$ cat config.mk
export PLATFORM = sky130hd
export DESIGN_NAME = ucsd_top
export DESIGN_NICKNAME = d
export VERILOG_FILES = /design/src/core/ucsd_pkg.sv /design/src/core/ucsd_top.sv
export SDC_FILE = /design/constraint.sdc
export NUM_CORES = 1
export LEC_CHECK = 0
export ABC_AREA = 1
export CAP_MARGIN = 25
export CORE_UTILIZATION = 43
export CTS_BUF_LIST = sky130_fd_sc_hd__clkbuf_4 sky130_fd_sc_hd__clkbuf_8 sky130_fd_sc_hd__clkbuf_16
export DETAILED_ROUTE_END_ITERATION = 6
export DONT_BUFFER_PORTS = 1
export MAX_ROUTING_LAYER = met4
export PLACE_DENSITY = 0.7
export RECOVER_POWER = 25
export SYNTH_ARGS = -nofsm -noshare
export SYNTH_HDL_FRONTEND = slang
export SYNTH_SLANG_ARGS = --single-unit
export TNS_END_PERCENT = 100
$ cat constraint.sdc
create_clock -name i_clk -period 4 [get_ports i_clk]
set_input_delay 0.6 -clock i_clk [delete_from_list [all_inputs] [get_ports i_clk]]
set_output_delay 0.6 -clock i_clk [all_outputs]
set_load 0.005 [all_outputs]
$ cat src/core/ucsd_pkg.sv
/*
  constants for the uart clock, status and detect block: register offsets,
  field positions, reset values and widths.
  assumes a 32-bit apb slave with byte addresses on an 8-bit offset.
*/
package ucsd_pkg;

  // ---------------------------------------------------------------
  // register offsets
  // ---------------------------------------------------------------
  localparam logic [7:0] OFS_LINE_STATUS = 8'h1c;
  localparam logic [7:0] OFS_LOW_PULSE = 8'h28;
  localparam logic [7:0] OFS_HIGH_PULSE = 8'h2c;
  localparam logic [7:0] OFS_EDGE_COUNT = 8'h30;
  localparam logic [7:0] OFS_PRE_IDLE = 8'h50;
  localparam logic [7:0] OFS_POST_IDLE = 8'h54;
  localparam logic [7:0] OFS_GAP_TOUT = 8'h58;
  localparam logic [7:0] OFS_CMD_CHAR = 8'h5c;
  localparam logic [7:0] OFS_TX_PTRS = 8'h64;
  localparam logic [7:0] OFS_RX_PTRS = 8'h68;
  localparam logic [7:0] OFS_FSM_STATUS = 8'h6c;
  localparam logic [7:0] OFS_RISE_INTV = 8'h70;
  localparam logic [7:0] OFS_FALL_INTV = 8'h74;
  localparam logic [7:0] OFS_CLK_CONF = 8'h78;
  localparam logic [7:0] OFS_VERSION = 8'h7c;
  localparam logic [7:0] OFS_ID_SYNC = 8'h80;

  // ---------------------------------------------------------------
  // core_clock_config fields
  // ---------------------------------------------------------------
  localparam int CC_DEN_LSB = 0;
  localparam int CC_NUMER_LSB = 6;
  localparam int CC_INT_LSB = 12;
  localparam int CC_SEL_LSB = 20;
  localparam int CC_SCLK_EN = 22;
  localparam int CC_RST_CORE = 23;
  localparam int CC_TX_EN = 24;
  localparam int CC_RX_EN = 25;
  localparam int CC_TX_RST = 26;
  localparam int CC_RX_RST = 27;
  localparam int CC_USED = 28;

  // ---------------------------------------------------------------
  // other field positions
  // ---------------------------------------------------------------
  localparam int ST_DSR = 13;
  localparam int ST_CTS = 14;
  localparam int ST_RXD = 15;
  localparam int ST_TXCNT_LSB = 16;
  localparam int ST_DTR = 29;
  localparam int ST_RTS = 30;
  localparam int ST_TXD = 31;
  localparam int PTR_HI_LSB = 11;
  localparam int FSM_TX_LSB = 4;
  localparam int CHAR_NUM_LSB = 8;
  localparam int ID_UPD_CTRL = 30;
  localparam int ID_REG_UPD = 31;

  // ---------------------------------------------------------------
  // reset values and instance bases
  // ---------------------------------------------------------------
  localparam logic [31:0] CLK_CONF_RST = 32'h0370_1000;
  localparam logic [15:0] PRE_IDLE_RST = 16'h0008;
  localparam logic [15:0] POST_IDLE_RST = 16'h0008;
  localparam logic [15:0] GAP_TOUT_RST = 16'h000b;
  localparam logic [15:0] CMD_CHAR_RST = 16'h0300;
  localparam logic [31:0] VERSION_RST = 32'h0000_0001;
  localparam logic [29:0] ID_RST = 30'h0000_0000;
  localparam logic [15:0] MEAS_MAX = 16'hffff;
  localparam logic [9:0] RX_BASE_U0 = 10'h200;
  localparam logic [9:0] RX_BASE_U1 = 10'h280;
  localparam logic [9:0] RX_BASE_U2 = 10'h300;

  typedef enum logic [1:0] {
    CMD_WAIT = 2'b00,
    CMD_COUNT = 2'b01,
    CMD_POST = 2'b10
  } ucsd_cmd_t;

endpackage : ucsd_pkg

$ cat src/core/ucsd_top.sv
/*
  uart clock configuration, status readout and rx detect logic behind apb.
  assumes one clock i_clk; line pins arrive asynchronous, all other
  status inputs come from uart core logic on the same clock.
*/
module ucsd_top #(
  parameter logic [9:0] RX_POS_BASE = ucsd_pkg::RX_BASE_U0
) (
  // clock and reset
  input wire logic i_clk,
  input wire logic i_srst,
  // apb slave
  input wire logic i_psel,
  input wire logic i_penable,
  input wire logic i_pwrite,
  input wire logic [7:0] i_paddr,
  input wire logic [31:0] i_pwdata,
  output logic [31:0] o_prdata,
  output logic o_pready,
  output logic o_pslverr,
  // asynchronous line pins
  input wire logic i_rxd_pin,
  input wire logic i_dsr_pin,
  input wire logic i_cts_pin,
  // core levels and status
  input wire logic i_dtr_level,
  input wire logic i_rts_level,
  input wire logic i_txd_level,
  input wire logic [9:0] i_rx_fill_count,
  input wire logic [9:0] i_tx_fill_count,
  input wire logic [9:0] i_tx_sw_write_pos,
  input wire logic [9:0] i_tx_fsm_read_pos,
  input wire logic [6:0] i_rx_sw_read_pos,
  input wire logic [6:0] i_rx_ctrl_write_pos,
  input wire logic [3:0] i_receiver_state,
  input wire logic [3:0] i_transmitter_state,
  // received byte stream
  input wire logic i_bit_tick,
  input wire logic i_rx_byte_valid,
  input wire logic [7:0] i_rx_byte,
  // core clocking and detect
  output logic [1:0] o_clk_sel,
  output logic o_core_tick,
  output logic o_tx_tick,
  output logic o_rx_tick,
  output logic o_tx_rst,
  output logic o_rx_rst,
  output logic o_cmd_detect
);

  // ---------------------------------------------------------------
  // helpers
  // ---------------------------------------------------------------
  function automatic logic addr_hit(input logic [7:0] a);
    case (a)
      ucsd_pkg::OFS_LINE_STATUS, ucsd_pkg::OFS_LOW_PULSE, ucsd_pkg::OFS_HIGH_PULSE,
      ucsd_pkg::OFS_EDGE_COUNT, ucsd_pkg::OFS_PRE_IDLE, ucsd_pkg::OFS_POST_IDLE,
      ucsd_pkg::OFS_GAP_TOUT, ucsd_pkg::OFS_CMD_CHAR, ucsd_pkg::OFS_TX_PTRS,
      ucsd_pkg::OFS_RX_PTRS, ucsd_pkg::OFS_FSM_STATUS, ucsd_pkg::OFS_RISE_INTV,
      ucsd_pkg::OFS_FALL_INTV, ucsd_pkg::OFS_CLK_CONF, ucsd_pkg::OFS_VERSION,
      ucsd_pkg::OFS_ID_SYNC: addr_hit = 1'b1;
      default: addr_hit = 1'b0;
    endcase
  endfunction : addr_hit

  function automatic logic [15:0] sat_inc(input logic [15:0] v);
    sat_inc = (v == ucsd_pkg::MEAS_MAX) ? v : v + 16'h0001;
  endfunction : sat_inc

  // ---------------------------------------------------------------
  // register bus
  // ---------------------------------------------------------------
  logic [31:0] clk_conf;
  logic [15:0] pre_idle;
  logic [15:0] post_idle;
  logic [15:0] gap_tout;
  logic [15:0] cmd_char;
  logic [31:0] version;
  logic [29:0] inst_id;
  logic upd_ctrl;
  logic reg_update;
  logic upd_req;
  logic upd_ack;
  logic wr;
  logic [31:0] next_prdata;
  logic [2:0] dsr_sync;
  logic [2:0] cts_sync;
  logic [2:0] rxd_sync;
  logic [15:0] low_min;
  logic [15:0] high_max;
  logic [9:0] edge_cnt;
  logic [15:0] rise_min;
  logic [15:0] fall_min;

  assign wr = i_psel && i_penable && i_pwrite && addr_hit(i_paddr);
  assign o_pready = 1'b1;
  assign o_pslverr = i_psel && i_penable && !addr_hit(i_paddr);

  always_ff @(posedge i_clk)
  begin
    if (i_srst)
    begin
      clk_conf <= ucsd_pkg::CLK_CONF_RST;
      pre_idle <= ucsd_pkg::PRE_IDLE_RST;
      post_idle <= ucsd_pkg::POST_IDLE_RST;
      gap_tout <= ucsd_pkg::GAP_TOUT_RST;
      cmd_char <= ucsd_pkg::CMD_CHAR_RST;
      version <= ucsd_pkg::VERSION_RST;
      inst_id <= ucsd_pkg::ID_RST;
      upd_ctrl <= 1'b0;
    end
    else if (wr)
    begin
      case (i_paddr)
        ucsd_pkg::OFS_CLK_CONF: clk_conf <= {4'h0, i_pwdata[ucsd_pkg::CC_USED-1:0]};
        ucsd_pkg::OFS_PRE_IDLE: pre_idle <= i_pwdata[15:0];
        ucsd_pkg::OFS_POST_IDLE: post_idle <= i_pwdata[15:0];
        ucsd_pkg::OFS_GAP_TOUT: gap_tout <= i_pwdata[15:0];
        ucsd_pkg::OFS_CMD_CHAR: cmd_char <= i_pwdata[15:0];
        ucsd_pkg::OFS_VERSION: version <= i_pwdata;
        ucsd_pkg::OFS_ID_SYNC:
        begin
          inst_id <= i_pwdata[29:0];
          upd_ctrl <= i_pwdata[ucsd_pkg::ID_UPD_CTRL];
        end
        default: version <= version;
      endcase
    end
  end

  // read data is captured in the setup cycle, so every access ends at once
  always_comb
  begin
    next_prdata = 32'h0000_0000;
    case (i_paddr)
      ucsd_pkg::OFS_LINE_STATUS: next_prdata = {i_txd_level, i_rts_level, i_dtr_level,
        3'h0, i_tx_fill_count, rxd_sync[2], cts_sync[2], dsr_sync[2], 3'h0,
        i_rx_fill_count};
      ucsd_pkg::OFS_LOW_PULSE: next_prdata = {16'h0000, low_min};
      ucsd_pkg::OFS_HIGH_PULSE: next_prdata = {16'h0000, high_max};
      ucsd_pkg::OFS_EDGE_COUNT: next_prdata = {22'h00_0000, edge_cnt};
      ucsd_pkg::OFS_PRE_IDLE: next_prdata = {16'h0000, pre_idle};
      ucsd_pkg::OFS_POST_IDLE: next_prdata = {16'h0000, post_idle};
      ucsd_pkg::OFS_GAP_TOUT: next_prdata = {16'h0000, gap_tout};
      ucsd_pkg::OFS_CMD_CHAR: next_prdata = {16'h0000, cmd_char};
      ucsd_pkg::OFS_TX_PTRS: next_prdata = {11'h000, i_tx_fsm_read_pos, 1'b0,
        i_tx_sw_write_pos};
      ucsd_pkg::OFS_RX_PTRS: next_prdata = {11'h000,
        RX_POS_BASE + {3'h0, i_rx_ctrl_write_pos}, 1'b0,
        RX_POS_BASE + {3'h0, i_rx_sw_read_pos}};
      ucsd_pkg::OFS_FSM_STATUS: next_prdata = {24'h00_0000, i_transmitter_state,
        i_receiver_state};
      ucsd_pkg::OFS_RISE_INTV: next_prdata = {16'h0000, rise_min};
      ucsd_pkg::OFS_FALL_INTV: next_prdata = {16'h0000, fall_min};
      ucsd_pkg::OFS_CLK_CONF: next_prdata = clk_conf;
      ucsd_pkg::OFS_VERSION: next_prdata = version;
      ucsd_pkg::OFS_ID_SYNC: next_prdata = {reg_update, upd_ctrl, inst_id};
      default: next_prdata = 32'h0000_0000;
    endcase
  end

  always_ff @(posedge i_clk)
  begin
    if (i_srst)
      o_prdata <= 32'h0000_0000;
    else if (i_psel && !i_penable)
      o_prdata <= next_prdata;
  end

  // ---------------------------------------------------------------
  // update handshake into core settings
  // ---------------------------------------------------------------
  logic [31:0] sh_clk;
  logic [15:0] sh_pre;
  logic [15:0] sh_post;
  logic [15:0] sh_gap;
  logic [15:0] sh_char;
  logic load;

  assign load = upd_ctrl || upd_ack;

  always_ff @(posedge i_clk)
  begin
    if (i_srst)
    begin
      reg_update <= 1'b0;
      upd_req <= 1'b0;
      upd_ack <= 1'b0;
    end
    else
    begin
      upd_req <= reg_update && !upd_ack;
      upd_ack <= upd_req && !upd_ack;
      // a software set in the clearing cycle wins
      if (wr && i_paddr == ucsd_pkg::OFS_ID_SYNC && i_pwdata[ucsd_pkg::ID_REG_UPD])
        reg_update <= 1'b1;
      else if (upd_ack)
        reg_update <= 1'b0;
    end
  end

  always_ff @(posedge i_clk)
  begin
    if (i_srst)
    begin
      sh_clk <= ucsd_pkg::CLK_CONF_RST;
      sh_pre <= ucsd_pkg::PRE_IDLE_RST;
      sh_post <= ucsd_pkg::POST_IDLE_RST;
      sh_gap <= ucsd_pkg::GAP_TOUT_RST;
      sh_char <= ucsd_pkg::CMD_CHAR_RST;
    end
    else if (load)
    begin
      sh_clk <= clk_conf;
      sh_pre <= pre_idle;
      sh_post <= post_idle;
      sh_gap <= gap_tout;
      sh_char <= cmd_char;
    end
  end

  // ---------------------------------------------------------------
  // fractional divider, gating and resets
  // ---------------------------------------------------------------
  logic [7:0] div_int;
  logic [5:0] div_a;
  logic [5:0] div_b;
  logic [7:0] div_cnt;
  logic [5:0] frac_acc;
  logic [6:0] frac_sum;
  logic extra;
  logic [8:0] div_last;
  logic div_done;

  assign div_int = sh_clk[ucsd_pkg::CC_INT_LSB +: 8];
  assign div_a = sh_clk[ucsd_pkg::CC_NUMER_LSB +: 6];
  assign div_b = sh_clk[ucsd_pkg::CC_DEN_LSB +: 6];
  assign frac_sum = {1'b0, frac_acc} + {1'b0, div_a};
  assign div_last = (div_int == 8'h00) ? {8'h00, extra} :
                    {1'b0, div_int} - 9'h001 + {8'h00, extra};
  assign div_done = {1'b0, div_cnt} >= div_last;

  always_ff @(posedge i_clk)
  begin
    if (i_srst)
    begin
      div_cnt <= 8'h00;
      frac_acc <= 6'h00;
      extra <= 1'b0;
    end
    else if (div_done)
    begin
      div_cnt <= 8'h00;
      // numerator at or above denominator counts as no fraction
      if (div_b != 6'h00 && div_a < div_b && frac_sum >= {1'b0, div_b})
      begin
        frac_acc <= 6'(frac_sum - {1'b0, div_b});
        extra <= 1'b1;
      end
      else
      begin
        frac_acc <= (div_a < div_b) ? frac_sum[5:0] : 6'h00;
        extra <= 1'b0;
      end
    end
    else
      div_cnt <= div_cnt + 8'h01;
  end

  always_ff @(posedge i_clk)
  begin
    if (i_srst)
    begin
      o_clk_sel <= ucsd_pkg::CLK_CONF_RST[ucsd_pkg::CC_SEL_LSB +: 2];
      o_core_tick <= 1'b0;
      o_tx_tick <= 1'b0;
      o_rx_tick <= 1'b0;
      o_tx_rst <= 1'b1;
      o_rx_rst <= 1'b1;
    end
    else
    begin
      o_clk_sel <= sh_clk[ucsd_pkg::CC_SEL_LSB +: 2];
      o_core_tick <= div_done && sh_clk[ucsd_pkg::CC_SCLK_EN];
      o_tx_tick <= div_done && sh_clk[ucsd_pkg::CC_SCLK_EN] && sh_clk[ucsd_pkg::CC_TX_EN];
      o_rx_tick <= div_done && sh_clk[ucsd_pkg::CC_SCLK_EN] && sh_clk[ucsd_pkg::CC_RX_EN];
      o_tx_rst <= sh_clk[ucsd_pkg::CC_RST_CORE] || sh_clk[ucsd_pkg::CC_TX_RST];
      o_rx_rst <= sh_clk[ucsd_pkg::CC_RST_CORE] || sh_clk[ucsd_pkg::CC_RX_RST];
    end
  end

  // ---------------------------------------------------------------
  // pin synchronisers and baud measurement
  // ---------------------------------------------------------------
  logic [15:0] low_run;
  logic [15:0] high_run;
  logic [15:0] rise_run;
  logic [15:0] fall_run;
  logic rise_seen;
  logic fall_seen;
  logic rxd_rise;
  logic rxd_fall;

  // bit 2 is a history copy of the synchronised level for edge detection
  always_ff @(posedge i_clk)
  begin
    if (i_srst)
    begin
      dsr_sync <= 3'h7;
      cts_sync <= 3'h7;
      rxd_sync <= 3'h7;
    end
    else
    begin
      dsr_sync <= {dsr_sync[1], dsr_sync[0], i_dsr_pin};
      cts_sync <= {cts_sync[1], cts_sync[0], i_cts_pin};
      rxd_sync <= {rxd_sync[1], rxd_sync[0], i_rxd_pin};
    end
  end

  assign rxd_rise = rxd_sync[1] && !rxd_sync[2];
  assign rxd_fall = !rxd_sync[1] && rxd_sync[2];

  always_ff @(posedge i_clk)
  begin
    if (i_srst || o_rx_rst)
    begin
      low_run <= 16'h0000;
      high_run <= 16'h0000;
      rise_run <= 16'h0000;
      fall_run <= 16'h0000;
      rise_seen <= 1'b0;
      fall_seen <= 1'b0;
      low_min <= ucsd_pkg::MEAS_MAX;
      high_max <= 16'h0000;
      edge_cnt <= 10'h000;
      rise_min <= ucsd_pkg::MEAS_MAX;
      fall_min <= ucsd_pkg::MEAS_MAX;
    end
    else
    begin
      low_run <= rxd_sync[1] ? 16'h0000 : sat_inc(low_run);
      high_run <= rxd_sync[1] ? sat_inc(high_run) : 16'h0000;
      rise_run <= rxd_rise ? 16'h0001 : sat_inc(rise_run);
      fall_run <= rxd_fall ? 16'h0001 : sat_inc(fall_run);
      if (rxd_rise || rxd_fall)
        edge_cnt <= edge_cnt + 10'h001;
      if (rxd_rise)
      begin
        rise_seen <= 1'b1;
        if (low_run != 16'h0000 && low_run < low_min)
          low_min <= low_run;
        if (rise_seen && rise_run < rise_min)
          rise_min <= rise_run;
      end
      if (rxd_fall)
      begin
        fall_seen <= 1'b1;
        if (high_run > high_max)
          high_max <= high_run;
        if (fall_seen && fall_run < fall_min)
          fall_min <= fall_run;
      end
    end
  end

  // ---------------------------------------------------------------
  // repeated command character detection
  // ---------------------------------------------------------------
  ucsd_pkg::ucsd_cmd_t cmd_state;
  logic [15:0] idle_bits;
  logic [7:0] char_cnt;
  logic match;

  assign match = i_rx_byte == sh_char[7:0];

  always_ff @(posedge i_clk)
  begin
    if (i_srst || o_rx_rst)
      idle_bits <= 16'h0000;
    else if (i_rx_byte_valid)
      idle_bits <= 16'h0000;
    else if (i_bit_tick)
      idle_bits <= sat_inc(idle_bits);
  end

  always_ff @(posedge i_clk)
  begin
    if (i_srst || o_rx_rst)
    begin
      cmd_state <= ucsd_pkg::CMD_WAIT;
      char_cnt <= 8'h00;
      o_cmd_detect <= 1'b0;
    end
    else
    begin
      o_cmd_detect <= 1'b0;
      case (cmd_state)
        ucsd_pkg::CMD_WAIT:
          if (i_rx_byte_valid && match && idle_bits >= sh_pre)
          begin
            char_cnt <= 8'h01;
            cmd_state <= (sh_char[15:8] <= 8'h01) ? ucsd_pkg::CMD_POST : ucsd_pkg::CMD_COUNT;
          end
        ucsd_pkg::CMD_COUNT:
          if (i_rx_byte_valid && match && idle_bits <= sh_gap)
          begin
            char_cnt <= char_cnt + 8'h01;
            if (char_cnt + 8'h01 >= sh_char[15:8])
              cmd_state <= ucsd_pkg::CMD_POST;
          end
          else if (i_rx_byte_valid || idle_bits > sh_gap)
            cmd_state <= ucsd_pkg::CMD_WAIT;
        ucsd_pkg::CMD_POST:
          if (i_rx_byte_valid)
            cmd_state <= ucsd_pkg::CMD_WAIT;
          else if (idle_bits >= sh_post)
          begin
            o_cmd_detect <= 1'b1;
            cmd_state <= ucsd_pkg::CMD_WAIT;
          end
        default: cmd_state <= ucsd_pkg::CMD_WAIT;
      endcase
    end
  end
endmodule : ucsd_top

### Yosys cells after proc, flatten, opt, wreduce, memory -nomap -nowiden

Cells that the tools add are included.

* add/sub/neg operators: 14
* $lt $le $gt $ge: 13
* eq/ne operators: 31
* multiplexer cells: 24
* bitwise logic cells: 3
* reductions and logical operators: 61

Operators with widths (number)
* $pmux W32 S16: 1
* $eq A8 B7 Y1 const B: 11
* $add A16 B1 Y16 const B: 5
* $eq A16 B16 Y1 const B: 5
* $lt A16 B16 Y1: 3
* $ge A16 B16 Y1: 2
* $gt A16 B16 Y1: 2
* $eq A8 B6 Y1 const B: 3
* $reduce_and A2 Y1: 12
* $logic_and A1 B1 Y1: 22
* $add A10 B7 Y10 const A: 2
* $add A8 B1 Y8 const B: 2
* $le A16 B16 Y1: 1
* $mux W8: 2
* $pmux W8 S2: 1
* $reduce_bool A16 Y1: 1
* $reduce_or A16 Y1: 1
* $mux W2: 7
* $mux W6: 2
* $reduce_or A2 Y1: 6
* $add A10 B1 Y10 const B: 1
* $add A9 B1 Y9: 1
* $ge A8 B9 Y1: 1
* $mux W1: 9
* 26 further kinds: 43

* flip-flop bits (word level): 480
* bits of input ports: 123
* output and inout bits: 42
* word-level logic and storage cells: 192

### Logic depth before layout (Yosys ltp)

* depth in word-level cells: 7
* mapped depth: 22
* depth with buffers taken out: 22

### Worst setup path before layout

Ideal clock, no wire load.

* kind: reg-to-reg
* start: register sh_clk[6]
* end: register frac_acc[1]
* library setup time: 114 ps
* arrival: 2564 ps
* data required time: 3886 ps
* setup slack: 1322 ps
* cell stages (with the launch flop): 23
* clock period less this slack: 2678 ps
* path through: dfxtp_1 -> ha_1 -> inv_1 -> fa_1 -> inv_1 -> nand3_1 -> nand2_1 -> or2_2 -> nand2_1 -> inv_1 -> ha_1 -> nand2_1 -> inv_1 -> nand4_1 -> nand3_1 -> o21ai_0 -> nand3_1 -> nand2_1 -> inv_1 -> nand2_1 -> nand2_1 -> nand3_1 -> nand2_1

* word-level cells in the longest chain between the ends: 4
* elaborated cells on any way between the ends: 8
* those cells by class: add/sub (2); order compare (2); mux (2); reduce/logical (2)

RTL lines
* start: declaration: RTL line ucsd_top.sv:173 `logic [31:0] sh_clk;`
* start signal: assignment: RTL line ucsd_top.sv:206 `sh_clk <= ucsd_pkg::CLK_CONF_RST;`
* start signal: assignment: RTL line ucsd_top.sv:214 `sh_clk <= clk_conf;`
* $add A6 B6 Y7 or $lt A6 B6 Y1 (tied branches): RTL line ucsd_top.sv:238, ucsd_top.sv:255, ucsd_top.sv:262
* $ge A7 B6 Y1 or $logic_and A1 B1 Y1 (tied branches): RTL line ucsd_top.sv:255 `if (div_b != 6'h00 && div_a < div_b && frac_sum >= {1'b0, div_b})`
* $logic_and A1 B1 Y1: RTL line ucsd_top.sv:255
* $mux W6 *: RTL line ucsd_top.sv:255
* end signal: assignment: RTL line ucsd_top.sv:257 `frac_acc <= 6'(frac_sum - {1'b0, div_b});`
* end signal: assignment: RTL line ucsd_top.sv:262 `frac_acc <= (div_a < div_b) ? frac_sum[5:0] : 6'h00;`
* end: declaration: RTL line ucsd_top.sv:229 `logic [5:0] frac_acc;`

Mark *: on every way between the ends. The rest lies on a longest branch, timed or not.
A chain may end at the register's enable or synchronous reset.

### Final worst setup path

* start: register upd_ctrl
* end: register sh_post[6]

* word-level cells in the longest chain between the ends: 1

RTL lines
* start: declaration: RTL line ucsd_top.sv:80 `logic upd_ctrl;`
* start signal: assignment: RTL line ucsd_top.sv:124 `upd_ctrl <= i_pwdata[ucsd_pkg::ID_UPD_CTRL];`
* $logic_or A1 B1 Y1: RTL line ucsd_top.sv:180 `assign load = upd_ctrl || upd_ack;`
* end signal: assignment: RTL line ucsd_top.sv:208 `sh_post <= ucsd_pkg::POST_IDLE_RST;`
* end signal: assignment: RTL line ucsd_top.sv:216 `sh_post <= post_idle;`
* end: declaration: RTL line ucsd_top.sv:175 `logic [15:0] sh_post;`

Every way passes these cells.

==> flow_summary.toml <==
[clock_tree]
h-tree-depth = 2
insertion_delay_ps = 640
cts_buffer_depth = 3
cts.root.buffer_cell = "clkbuf_16"
post-cts-setup-buffers = 0
cts.sinks = 480
cts_inserted_buffers = 52
post_cts_resize_count = 0
hold_buffers = 0
clk_pin_slew_ps = 60
cts_tree = "done"

[final_layout]
layout-drive-gt1-share_pct = 5.88
num-fill-cells = 5911
mostFrequentLayoutCells = "nand2_1 (810), dfxtp_1 (480), inv_1 (470)"
final_common_cell = "nand2_1"
multi_input_area_um2 = 13200
syn2layout_area_growth_pct = 8.94
seqCellArea_um2 = 9610
final_area_um2 = 27500
nets = 3862

[synth]
seq_area_frac_synth_pct = 38.0
ys_warn_count = 0
postSynth.asyncResetShare_pct = 0
postSynthCellCount = 3642
ys_seq_elements = 480
yosysUniqueCellTypes = 56
syn_area_per_cell_um2 = 6.94
syn_area_um2 = 25300
synth-main-ff-cell = "dfxtp_1"
syn-num-nets = 3922
synth_edf_count = 0

[sta]
setup-tns-final_ps = 0
tightest_slew_ps = 2660
setup_violations = 0
rsz0062_at_grt = "false"
drv_slew = 366
fin_crit_sh_pct = 84.5
min_period_ps = 3380
slew_headroom_pct = -77.5
hold_violations = 0
skew_ps = 31.5
fmax_ghz = 0.296

[die]
die_area_um2 = 59800
start_util_pct = 43.7
core_um2 = 57900
die_h_um = 244
ios = 165
rows = 88
die_x_um = 244

[power_and_ir_drop]
powerDensity_nw_per_um2 = 363
max-vdd-ir-drop_v = 0.000338
leakage_nw = 12.7

[run_status]
violations = "DRC, capacitance limit, slew limit"
status = "finished with violations"

[setup_path]
required_ps = 4510
ff2ff_path_depth = 4
crit_type = "flip-flop to flip-flop"
arrival_ps = 3890
startpoint_type = "flip-flop"
cp-end-kind = "flip-flop"
crit_slowest_cell = "clkbuf_2"
cp_max_fo = 142
path_cells = "nor2_4, clkbuf_2, o21ai_0, a21oi_1"
critPathMaxStageDelay_ps = 1730

[detailed_routing]
postRouteAntennaNets = 0
vias = 23300
first_pass_iters = 7
via_per_inst = 5.32
wirelength_um = 76700
wl_per_cell_um = 17.5
drc_errors = 1
drt_first_iter_violations = 2086

[min_path]
min_path_cells = 1
hold_path_class = "input pin to flip-flop"

[placed_design]
gp_congestion = 0.993
dp_hpwl_um = 56000
place_area_um2 = 25800
port_buffers = 0

[global_route]
grt_pass1_vias = 21100
grt_pass1_wl_um = 119000
grt-ovfl-total = 0
grt_usage_pct = 26.0
grt_max_degree = 145
antenna_found_initial = 1

[flow_run]
maxCapViolCount = 4
==> worst paths after layout <==
path	startpoint	to	slack (ps)
max	upd_ctrl	sh_post[6]	620
min	i_srst	version[24]	60
max reg2reg	upd_ctrl	sh_post[6]	620
min reg2reg	rxd_sync[0]	rxd_sync[1]	420
==> kinds of logic after synthesis <==
family,after synthesis,share of synthesized area [%]
buf+inv,628,9.95
simple gates,1694,29.0
compound gates,639,13.7
flops,480,38.0
other cells,1,0.0148
xor+xnor,43,1.49
fa+ha+maj,157,7.83
==> Yosys cell counts (all sizes together), types with 3 or more instances <==
cell | number | area [um2]
a21o | 7 | 52.6
inv | 484 | 1820
or2 | 16 | 100
nor2 | 448 | 1760
o22ai | 44 | 275
a211oi | 7 | 52.6
o211ai | 8 | 60.1
ha | 155 | 1940
clkbuf | 89 | 334
nand2 | 827 | 3170
nor3 | 48 | 255
nand3 | 232 | 1280
xor2 | 27 | 236
o21bai | 6 | 45.0
a31o | 3 | 26.3
buf | 51 | 348
clkinv | 4 | 15.0
a31oi | 6 | 37.5
xnor2 | 16 | 140
dfxtp | 480 | 9610
o2111ai | 3 | 26.3
nand4 | 106 | 663
o31ai | 3 | 22.5
o21a | 5 | 37.5
o21ai | 243 | 1220
nor3b | 5 | 37.5
a21oi | 293 | 1500
nor4 | 10 | 62.6
==> metrics by stage <==
stage	worst slack, ps	hold slack, ps	cells	power, mW	util (%)
final	621	62.9	4390	10.0	47.6
after global routing	340	35.9	4389	10.3	47.6
after CTS	854	20.2	4387	10.1	47.6
after detailed placement	883	403	4292	5.17	44.6
after global placement	935	395	4292	5.17	44.6
after floorplan	1320	389	3642	5.10	-
==> worst max-delay path, delay by kind of cell (launching register included) <==
kind,cells,cell delay (ps)
AO/OA/AOI/OAI,2,830
buffers and inverters,1,1730
flip-flops,1,350
AND/OR/NAND/NOR,1,120
==> final cells by class <==
type / instances / area share (%)
diodes: 2 / 0.0182
clock buffers: 74 / 5.51
clock inverters: 21 / 0.813
inverters: 488 / 6.68
multi-input cells: 2534 / 47.9
flip-flops and latches: 480 / 34.9
well taps: 765 / 3.48
repair buffers: 26 / 0.768
==> layer usage <==
layer / GRT usage (%) / routed length [um] / up-vias
met3: 5.17 / 6720 / 157
met2: 40.1 / 34100 / 864
li1: - / - / 11700
met5: - / 0 / -
met4: 9.82 / 2730 / 0
met1: 33.5 / 33200 / 10600
==> flip-flops by register name (all words and copies together), names as in the netlist, 28 cells and up <==
name	cells
inst_id	30
clk_conf	28
version	32
sh_clk	28
o_prdata	32
==> power by group <==
part	internal (mW)	total [mW]	switching, mW
Clock	2.85	4.94	2.10
Sequential	4.80	4.81	0.0158
Combinational	0.0626	0.256	0.193
(Power assumes the default switching activity.)
